===== src/mrs_pkg.sv =====
// Package of constants and carrier types for the register command interpreter.
// Contract
// - Read serves indices 0 to 164 only.
// - Read reply: address, code, byte count, data, CRC.
// - Every register is sixteen bits wide.
// - Code 5 FF00 in 165..186 clears latch.
// - Code 5 value zero accepted, no change.
// - Other code 5 values or indices rejected.
// - Reset reply echoes index and value.
// - Single write only 0-30, 31-43, 71-108.
// - Single write stores, then echoes fields.
// - Answer only own module number 1..250.
// - Bad CRC packet dropped silently.
// - Packet ends after 3.5 character silence.
// - Error reply: code plus 128, exception.
package mrs_pkg;

    // ----------------------------------------------------------------
    // Codes and index spans
    // ----------------------------------------------------------------
    localparam logic [7:0]  FC_READ      = 8'h03;
    localparam logic [7:0]  FC_RESET     = 8'h05;
    localparam logic [7:0]  FC_WRITE     = 8'h06;
    localparam logic [7:0]  FC_ERR_BIT   = 8'h80;
    localparam logic [7:0]  EXC_FUNC     = 8'h01;
    localparam logic [7:0]  EXC_INDEX    = 8'h02;
    localparam logic [15:0] RD_LAST      = 16'h00A4;
    localparam logic [15:0] RST_FIRST    = 16'h00A5;
    localparam logic [15:0] RST_LAST     = 16'h00BA;
    localparam logic [15:0] WR_A_LAST    = 16'h002B;
    localparam logic [15:0] WR_B_FIRST   = 16'h0047;
    localparam logic [15:0] WR_B_LAST    = 16'h006C;
    localparam logic [15:0] HEATER_STEP  = 16'h00BE;
    localparam logic [15:0] COIL_ON      = 16'hFF00;
    localparam logic [15:0] COIL_OFF     = 16'h0000;
    localparam logic [7:0]  ADDR_MAX     = 8'hFA;
    localparam logic [15:0] CRC_INIT     = 16'hFFFF;
    localparam logic [15:0] CRC_POLY     = 16'hA001;
    localparam logic [15:0] REG_RESET    = 16'h0000;
    localparam int          REG_COUNT    = 190;

    // ----------------------------------------------------------------
    // Timing
    // ----------------------------------------------------------------
    localparam int CHAR_BITS       = 10;
    localparam int SILENCE_TENTHS  = 35;

    // ----------------------------------------------------------------
    // Carriers
    // ----------------------------------------------------------------
    typedef struct packed {
        logic       valid;
        logic [7:0] data;
    } mrs_byte_s;

    typedef struct packed {
        logic        we;
        logic [15:0] index;
        logic [15:0] wdata;
    } mrs_reg_s;

endpackage : mrs_pkg


===== src/mrs_crc.sv =====
// Bytewise CRC-16 accumulator used for both check and generation.
`timescale 1ns/10ps
module mrs_crc
    import mrs_pkg::*;
(
    // Clock and reset
    input  wire logic        clk,
    input  wire logic        resetn,
    // Control
    input  wire logic        clear,
    input  wire logic        load,
    input  wire logic [7:0]  data,
    // Result
    output logic      [15:0] crc
);

    logic [15:0] crc_r;
    logic [15:0] crc_nxt;

    always_comb begin
        crc_nxt = crc_r ^ {8'h00, data};
        for (int i = 0; i < 8; i++) begin
            crc_nxt = crc_nxt[0] ? ((crc_nxt >> 1) ^ CRC_POLY) : (crc_nxt >> 1);
        end
    end

    always_ff @(posedge clk or negedge resetn) begin
        if (!resetn) begin
            crc_r <= CRC_INIT;
        end else if (clear) begin
            crc_r <= CRC_INIT;
        end else if (load) begin
            crc_r <= crc_nxt;
        end
    end

    assign crc = crc_r;

endmodule : mrs_crc


===== src/mrs_slave.sv =====
// Register command interpreter: parses a packet, executes codes 3, 5 and 6, builds the reply.
`timescale 1ns/10ps
module mrs_slave
    import mrs_pkg::*;
#(
    parameter int CLK_HZ  = 25_000_000,
    parameter int BAUD    = 9600,
    parameter int MAX_LEN = 8
) (
    // Clock and reset
    input  wire logic        clk,
    input  wire logic        resetn,
    // Configuration
    input  wire logic [7:0]  module_addr,
    // Received bytes from the UART, same clock
    input  wire mrs_byte_s   rx,
    // Transmit bytes toward the UART
    output mrs_byte_s        tx,
    input  wire logic        tx_ready,
    // Register store access
    output mrs_reg_s         reg_req,
    input  wire logic [15:0] reg_rdata,
    // Latched alarm and statistic clear pulse
    output logic             clr_pulse,
    output logic [4:0]       clr_sel
);

    // ----------------------------------------------------------------
    // Timing derived from the line rate
    // ----------------------------------------------------------------
    localparam int SILENCE_CYC = (CLK_HZ / BAUD) * CHAR_BITS * SILENCE_TENTHS / 10;
    localparam int TW          = $clog2(SILENCE_CYC + 1);

    // Only eight-byte frames are decoded, so any other buffer depth is refused.
    if (MAX_LEN != 8 || BAUD <= 0 || CLK_HZ < BAUD) begin : g_bad_params
        $error("mrs_slave: unsupported parameters");
    end

    typedef enum logic [4:0] {
        ST_RECV  = 5'b00001,
        ST_CHECK = 5'b00010,
        ST_EXEC  = 5'b00100,
        ST_SEND  = 5'b01000,
        ST_CRC   = 5'b10000
    } mrs_state_e;

    mrs_state_e  state_r;
    logic [7:0]  buf_r [MAX_LEN];
    logic [3:0]  len_r;
    logic [TW-1:0] gap_r;
    logic        ovf_r;
    logic [7:0]  pos_r;
    logic [7:0]  tx_len_r;
    logic [15:0] idx_r;
    logic [7:0]  exc_r;
    logic        err_r;
    logic        crc_hi_r;
    logic [15:0] tx_crc_r;

    // ----------------------------------------------------------------
    // Field decode
    // ----------------------------------------------------------------
    wire [7:0]  f_addr   = buf_r[0];
    wire [7:0]  f_code   = buf_r[1];
    wire [15:0] f_index  = {buf_r[2], buf_r[3]};
    wire [15:0] f_value  = {buf_r[4], buf_r[5]};
    wire [15:0] f_crc    = {buf_r[7], buf_r[6]};
    wire [16:0] rd_end   = {1'b0, f_index} + {1'b0, f_value};
    wire        addr_ok  = (f_addr == module_addr) && (module_addr != 8'h00) && (module_addr <= ADDR_MAX);
    wire        len_ok   = (len_r == 4'd8) && !ovf_r;
    wire        rd_ok    = (f_value != 16'h0000) && (f_value <= 16'h007D)
                           && (rd_end <= {1'b0, RD_LAST} + 17'd1);
    wire        rst_span = (f_index >= RST_FIRST) && (f_index <= RST_LAST);
    wire        rst_ok   = rst_span && ((f_value == COIL_ON) || (f_value == COIL_OFF));
    wire        wr_ok    = (f_index <= WR_A_LAST)
                           || ((f_index >= WR_B_FIRST) && (f_index <= WR_B_LAST));
    wire        code_ok  = (f_code == FC_READ) || (f_code == FC_RESET) || (f_code == FC_WRITE);
    wire        op_ok    = (f_code == FC_READ) ? rd_ok : (f_code == FC_RESET) ? rst_ok : wr_ok;
    wire        gap_done = (gap_r == TW'(SILENCE_CYC));

    // ----------------------------------------------------------------
    // CRC engine shared by check and reply
    // ----------------------------------------------------------------
    logic [7:0]  tx_byte;
    logic [15:0] crc_val;
    wire         tx_fire  = (state_r == ST_SEND || state_r == ST_CRC) && tx_ready && !tx.valid;
    // The residue must survive the silence until the check, and the reply's sum must not seed the next frame.
    wire         crc_clr  = (state_r == ST_CHECK) || (state_r == ST_CRC && tx_fire && crc_hi_r);
    wire         crc_load = (state_r == ST_RECV && rx.valid) || (state_r == ST_SEND && tx_fire);
    wire [7:0]   crc_in   = (state_r == ST_SEND) ? tx_byte : rx.data;

    mrs_crc u_crc (
        .clk    (clk),
        .resetn (resetn),
        .clear  (crc_clr),
        .load   (crc_load),
        .data   (crc_in),
        .crc    (crc_val)
    );

    // ----------------------------------------------------------------
    // Reply byte selection
    // ----------------------------------------------------------------
    wire [7:0] rd_pos = pos_r - 8'd3;
    always_comb begin
        tx_byte = 8'h00;
        if (pos_r == 8'd0) begin
            tx_byte = f_addr;
        end else if (pos_r == 8'd1) begin
            tx_byte = err_r ? (f_code | FC_ERR_BIT) : f_code;
        end else if (err_r) begin
            tx_byte = exc_r;
        end else if (f_code == FC_READ) begin
            if (pos_r == 8'd2) begin
                tx_byte = {f_value[6:0], 1'b0};
            end else begin
                tx_byte = rd_pos[0] ? reg_rdata[7:0] : reg_rdata[15:8];
            end
        end else begin
            tx_byte = buf_r[pos_r[2:0]];
        end
    end

    // ----------------------------------------------------------------
    // Sequencer
    // ----------------------------------------------------------------
    always_ff @(posedge clk or negedge resetn) begin
        if (!resetn) begin
            state_r  <= ST_RECV;
            len_r    <= 4'd0;
            gap_r    <= '0;
            ovf_r    <= 1'b0;
            pos_r    <= 8'd0;
            tx_len_r <= 8'd0;
            idx_r    <= 16'h0000;
            exc_r    <= 8'h00;
            err_r    <= 1'b0;
            crc_hi_r <= 1'b0;
            tx_crc_r <= 16'h0000;
            tx       <= '0;
            reg_req  <= '0;
            clr_pulse <= 1'b0;
            clr_sel  <= 5'd0;
            for (int i = 0; i < MAX_LEN; i++) begin
                buf_r[i] <= 8'h00;
            end
        end else begin
            tx.valid  <= 1'b0;
            reg_req.we <= 1'b0;
            clr_pulse <= 1'b0;
            unique case (state_r)
                ST_RECV: begin
                    if (rx.valid) begin
                        gap_r <= '0;
                        if (len_r < 4'(MAX_LEN)) begin
                            buf_r[len_r[2:0]] <= rx.data;
                            len_r <= len_r + 4'd1;
                        end else begin
                            ovf_r <= 1'b1;
                        end
                    end else if (len_r != 4'd0) begin
                        if (gap_done) begin
                            state_r <= ST_CHECK;
                        end else begin
                            gap_r <= gap_r + TW'(1);
                        end
                    end
                end
                ST_CHECK: begin
                    len_r <= 4'd0;
                    ovf_r <= 1'b0;
                    gap_r <= '0;
                    // Frames that fail the check or are not ours get no reply, store write or clear pulse; exc_r, err_r, idx_r and pos_r still load.
                    if (len_ok && addr_ok && crc_val == 16'h0000) begin
                        state_r <= ST_EXEC;
                    end else begin
                        state_r <= ST_RECV;
                    end
                    exc_r <= code_ok ? EXC_INDEX : EXC_FUNC;
                    err_r <= !(code_ok && op_ok);
                    idx_r <= f_index;
                    pos_r <= 8'd0;
                end
                ST_EXEC: begin
                    if (!err_r && f_code == FC_WRITE) begin
                        reg_req <= '{we: 1'b1, index: f_index, wdata: f_value};
                    end
                    if (!err_r && f_code == FC_RESET && f_value == COIL_ON) begin
                        clr_pulse <= 1'b1;
                        clr_sel   <= 5'(f_index - RST_FIRST);
                    end
                    if (err_r) begin
                        tx_len_r <= 8'd3;
                    end else if (f_code == FC_READ) begin
                        tx_len_r <= 8'd3 + {f_value[6:0], 1'b0};
                    end else begin
                        tx_len_r <= 8'd6;
                    end
                    state_r <= ST_SEND;
                end
                ST_SEND: begin
                    reg_req.index <= idx_r;
                    if (tx_fire) begin
                        tx <= '{valid: 1'b1, data: tx_byte};
                        pos_r <= pos_r + 8'd1;
                        if (f_code == FC_READ && !err_r && pos_r >= 8'd3 && rd_pos[0]) begin
                            idx_r <= idx_r + 16'd1;
                        end
                        if (pos_r + 8'd1 == tx_len_r) begin
                            state_r  <= ST_CRC;
                            crc_hi_r <= 1'b0;
                        end
                    end
                end
                ST_CRC: begin
                    // The last reply byte enters the CRC on the edge into this state, so crc_val is complete here and is latched for the high byte.
                    if (!crc_hi_r) begin
                        tx_crc_r <= crc_val;
                    end
                    if (tx_fire) begin
                        tx <= '{valid: 1'b1, data: crc_hi_r ? tx_crc_r[15:8] : crc_val[7:0]};
                        crc_hi_r <= 1'b1;
                        if (crc_hi_r) begin
                            state_r <= ST_RECV;
                        end
                    end
                end
            endcase
        end
    end

endmodule : mrs_slave

===== config.mk =====
export PLATFORM = sky130hd
export DESIGN_NAME = mrs_slave
export DESIGN_NICKNAME = d
export VERILOG_FILES = /design/src/mrs_pkg.sv /design/src/mrs_crc.sv /design/src/mrs_slave.sv
export SDC_FILE = /design/constraint.sdc
export NUM_CORES = 1
export LEC_CHECK = 0
export ABC_AREA = 1
export BUFFER_PORTS_ARGS = -buffer_cell sky130_fd_sc_hd__clkbuf_2
export CORE_ASPECT_RATIO = 0.75
export CORE_MARGIN = 2
export CORE_UTILIZATION = 25
export DETAILED_ROUTE_END_ITERATION = 10
export GPL_ROUTABILITY_DRIVEN = 0
export GPL_TIMING_DRIVEN = 0
export PLACE_DENSITY = 0.37
export SLEW_MARGIN = 5
export SYNTH_ARGS = -nofsm -noshare
export SYNTH_HDL_FRONTEND = slang
export SYNTH_SLANG_ARGS = --single-unit
export TNS_END_PERCENT = 5

===== constraint.sdc =====
create_clock -name clk -period 2.5 [get_ports clk]
set_input_delay 0.125 -clock clk [delete_from_list [all_inputs] [get_ports clk]]
set_output_delay 0.125 -clock clk [all_outputs]
set_load 0.02 [all_outputs]

==> results.rst <==
.. list-table::
   :header-rows: 1

   * - Metric
     - Value
   * - Number of buffers created by CTS
     - 17
   * - Register-to-register setup slack
     - -310 ps
   * - Max_slew headroom
     - a little under half
   * - DP Cell Count
     - 2232
   * - Actual transition at the worst max-transition pin
     - just under 800 ps
   * - Number of levels in the clock H-tree
     - 4
   * - Cell area after technology mapping
     - around 0.012 mm2
   * - Library cell contributing the largest single delay on the critical path
     - sky130_fd_sc_hd__dfrtp_1
   * - Most frequent cells in the layout
     - sky130_fd_sc_hd__nand2_1, sky130_fd_sc_hd__dfrtp_1, sky130_fd_sc_hd__inv_1
   * - Post-synthesis instance total
     - between 1500 and 2000
   * - CTS sink count
     - between 150 and 200
   * - Buffers from clock root to sink, at most
     - 2
   * - Core footprint
     - between 0.04 and 0.05 mm2
   * - Standard-cell row count
     - between 60 and 70
   * - Clock slew seen by the registers of the worst setup and hold paths
     - ~80 ps
   * - Area of the die
     - just under 0.05 mm2
   * - Post-route clock period utilization
     - 113%
   * - Number of max-cap violations
     - 0
   * - Worst path max stage delay
     - roughly 400 ps
   * - Design Area, Final
     - 0.0149 mm2
   * - Drt first-iter violations
     - 999
   * - Net total in the final layout
     - approximately 1700
   * - Final hold vios
     - 0
   * - Worst-case clock skew
     - 13.9 ps
   * - Final Instance Count excl. Fillers
     - 2320
   * - Remaining number of nets flagged by the antenna check after routing
     - 0
   * - Post-synthesis average cell area
     - just under 8 um2
   * - Global-route wire length before repair
     - about 70000 um
   * - Number of synthesized flops with an enable pin
     - 0
   * - Clock tree from TritonCTS
     - yes
   * - Worst-case reg-to-reg path depth
     - 27
   * - Post-route setup slack
     - -313 ps
   * - Remaining design rule violation count
     - 0
   * - Violations in the final reports
     - negative setup slack
   * - Total power density per cell area
     - approximately 900 mW/mm2
   * - Critical Path Start Type
     - flop
   * - Starting Density
     - 25.4%
   * - Number of top-level pins
     - 84
   * - Final WL
     - 46700 um
   * - Leakage component of the power
     - 6.87 nW
   * - Area growth from synthesis to layout
     - 27.7%
   * - Final-report setup violation count
     - 15
   * - Endpoint required time on the critical path
     - 2920 ps
   * - Aggregate global-route resource usage
     - between 10% and 20%
   * - Instance area after placement
     - 0.0130 mm2
   * - Final-report max-slew violation count
     - 0
   * - Summed negative setup slack over all endpoints
     - -2330 ps
   * - Final critical path time including I/O delays and setup
     - 2810 ps
   * - Category of the critical setup timing path
     - reg2reg
   * - Result of the run
     - finished, violations left
   * - Leading register cell type out of synthesis
     - sky130_fd_sc_hd__dfrtp_1
   * - Register bit total from synthesis
     - 199
   * - Highest net fanout along the worst path
     - 5
   * - Via count of the first global-routing pass
     - 10900
   * - Arrival time worst endpoint
     - 3230 ps
   * - Vias
     - around 11000
   * - Distinct cell type count after synthesis
     - 63
   * - Average vias per placed instance
     - 4.88
   * - Number of antenna violations at the first check in global routing
     - 1
   * - Number of search-and-repair iterations in the first detailed-routing pass
     - 7
   * - Net Count, Synth
     - 1587
   * - GRT Residual Overflow
     - 0
   * - Die outline width
     - approximately 250 um
   * - Peak ir drop on the vdd network
     - around 380 uV
   * - Maximum number of pins on one net before global-route repair
     - 87
   * - Root buf cell
     - sky130_fd_sc_hd__clkbuf_16
   * - Fraction of registers with async set/reset
     - 100%
   * - Yosys warning total
     - 0
   * - Antenna diode instance count
     - 0
   * - Height of the die
     - 191 um
   * - Clock latency on the worst-skew pair
     - 480 ps
   * - Number of stages on the worst setup path
     - 27
   * - Average wire per standard cell
     - around 20 um
   * - Worst hold-check path type
     - in2async
   * - DP HPWL
     - 34700 um
   * - Critical path endpoint category
     - flop
   * - Ratio of cells with drive above 1 in the final layout
     - approximately 24%
   * - IO Port Bufs
     - 83
   * - Overall power consumption
     - 13.5 mW
   * - Top Family by Delay on Critical Path
     - simple AND/OR/NAND/NOR gates
   * - Setup repair after global routing missed its margin
     - true
   * - Worst Path Buf+Inv
     - 8
   * - Most frequent standard cell in the layout excluding fill and tap cells
     - sky130_fd_sc_hd__nand2_1
   * - Maximum frequency from static timing analysis
     - ~360 MHz
   * - Sequential element share of the synthesized area
     - 42.7%
==> worst paths after layout <==
path,start,to
setup / recovery,pos_r[0]$_DFFE_PN0P_,u_crc.crc[0]$_DFFE_PN1P_
hold / removal,resetn,clr_sel[3]$_DFFE_PN0P_
setup reg to reg,pos_r[0]$_DFFE_PN0P_,u_crc.crc[0]$_DFFE_PN1P_
hold reg to reg,reg_req[13]$_DFFE_PN0P_,reg_req[13]$_DFFE_PN0P_
max in group asynchronous,resetn,gap_r[7]$_DFFE_PN0P_
min in group clk,rx[5],buf_r[37]$_DFFE_PN0P_
==> area by class of cell <==
type	instances	area [um2]
Sequential cell	199	5010
Timing Repair Buffer	141	948
Clock buffer	20	457
Clock inverter	12	220
Inverter	188	729
Tap cell	630	788
Fill cell	4993	31200
Multi-Input combinational cell	1080	6430
Buffer	50	350
==> flip-flops by register name, summed over array words and instances, names as in the netlist, 2 cells and up <==
| name | cells |
|---|---|
| f_addr | 8 |
| tx | 9 |
| clr_sel | 5 |
| tx_len_r | 8 |
| len_r | 4 |
| idx_r | 16 |
| gap_r | 17 |
| exc_r | 2 |
| f_code | 8 |
| u_crc.crc | 16 |
| buf_r | 48 |
| tx_crc_r | 8 |
| reg_req | 33 |
| pos_r | 8 |
| state_r | 5 |
==> timing repair <==
item | CTS | global route
gates cloned | 2 | 0
pin swaps | 36 | 58
buffers inserted | 29 | 23
hold endpoints to repair | 131 | 0
setup endpoints to repair | 167 | 159
resized for setup | 123 | 131
hold buffers | 2 | 0
==> stage by stage <==
stage / worst slack (ps) / utilization (%) / hold WS [ps]
global route: -482 / 32.4 / 127
finish: -313 / 32.4 / 104
CTS: -329 / 31.1 / 101
global placement: -3230 / 28.0 / 452
floorplan: -25.4 / - / -171
detailed placement: -990 / 28.1 / 53.5
==> where the power goes <==
part | switching, mW | total, mW | internal, mW
Sequential | 0.992 | 4.93 | 3.94
Combinational | 3.32 | 5.27 | 1.95
Clock | 1.38 | 3.32 | 1.93
Total | 5.70 | 13.5 | 7.82
==> worst reg2reg max path, cell delays in order, from the launching register on <==
cell and delay [ps]:
sky130_fd_sc_hd__dfrtp_1 400, sky130_fd_sc_hd__inv_2 70, sky130_fd_sc_hd__buf_12 130, sky130_fd_sc_hd__buf_12 120, sky130_fd_sc_hd__ha_4 150, sky130_fd_sc_hd__nand2_4 70, sky130_fd_sc_hd__inv_2 40, sky130_fd_sc_hd__nand2_4 90
sky130_fd_sc_hd__buf_8 150, sky130_fd_sc_hd__o21ai_4 80, sky130_fd_sc_hd__o211ai_2 90, sky130_fd_sc_hd__nand3_2 120, sky130_fd_sc_hd__nand2_2 110, sky130_fd_sc_hd__nand3_2 90, sky130_fd_sc_hd__nand2_1 90, sky130_fd_sc_hd__nand2_1 60
sky130_fd_sc_hd__nand2_2 120, sky130_fd_sc_hd__inv_2 60, sky130_fd_sc_hd__nand3_2 70, sky130_fd_sc_hd__nand2_4 80, sky130_fd_sc_hd__inv_2 70, sky130_fd_sc_hd__nand3_4 100, sky130_fd_sc_hd__nand2_4 90, sky130_fd_sc_hd__nand2_1 50
sky130_fd_sc_hd__nand3b_1 90, sky130_fd_sc_hd__nand3_2 80, sky130_fd_sc_hd__nand2_1 60, sky130_fd_sc_hd__inv_1 40
==> cell usage after synthesis, types with 4 or more instances <==
master / instances / area, um2
sky130_fd_sc_hd__a221o_1: 4 / 40.0
sky130_fd_sc_hd__o22ai_1: 16 / 100
sky130_fd_sc_hd__a21oi_1: 77 / 385
sky130_fd_sc_hd__o21ai_0: 174 / 871
sky130_fd_sc_hd__nand3_1: 92 / 460
sky130_fd_sc_hd__o31ai_1: 7 / 52.6
sky130_fd_sc_hd__xor2_1: 23 / 201
sky130_fd_sc_hd__nor2_2: 7 / 43.8
sky130_fd_sc_hd__inv_1: 171 / 642
sky130_fd_sc_hd__buf_4: 6 / 45.0
sky130_fd_sc_hd__nand3_2: 9 / 90.1
sky130_fd_sc_hd__ha_1: 33 / 413
sky130_fd_sc_hd__inv_2: 14 / 52.6
sky130_fd_sc_hd__o211ai_1: 14 / 105
sky130_fd_sc_hd__a22oi_1: 7 / 52.6
sky130_fd_sc_hd__clkbuf_1: 30 / 113
sky130_fd_sc_hd__a31oi_1: 8 / 50.1
sky130_fd_sc_hd__nor4_1: 15 / 93.8
sky130_fd_sc_hd__nand4_1: 21 / 131
sky130_fd_sc_hd__o21ai_1: 9 / 45.0
sky130_fd_sc_hd__nor3_1: 23 / 115
sky130_fd_sc_hd__o221ai_1: 11 / 96.3
sky130_fd_sc_hd__dfrtp_1: 182 / 4550
sky130_fd_sc_hd__nand2_2: 21 / 131
sky130_fd_sc_hd__o21a_1: 5 / 37.5
sky130_fd_sc_hd__nor2_1: 108 / 405
sky130_fd_sc_hd__buf_6: 4 / 45.0
sky130_fd_sc_hd__nand2_1: 340 / 1280
sky130_fd_sc_hd__o311ai_0: 7 / 61.3
sky130_fd_sc_hd__dfstp_2: 17 / 447
sky130_fd_sc_hd__xnor2_1: 11 / 96.3
sky130_fd_sc_hd__buf_2: 9 / 45.0
==> cell families after synthesis <==
logic type	after synthesis	share of synthesized area (%)
AND/OR/NAND/NOR	652	25.0
AO/OA/AOI/OAI	358	17.7
buffers and inverters	238	8.21
flip-flops	199	42.7
XOR/XNOR	34	2.54
adder cells (fa/ha/maj)	34	3.70
multiplexers	2	0.192
==> metal layers <==
metal	wire length [um]	share of wire (%)	track usage [%]
met1	24400	52	30.6
met2	19100	41	26.6
met3	2680	5.7	4.68
met4	572	1.2	4.34
met5	0	0	0
No activity file was read; power rests on OpenSTA's default activity.
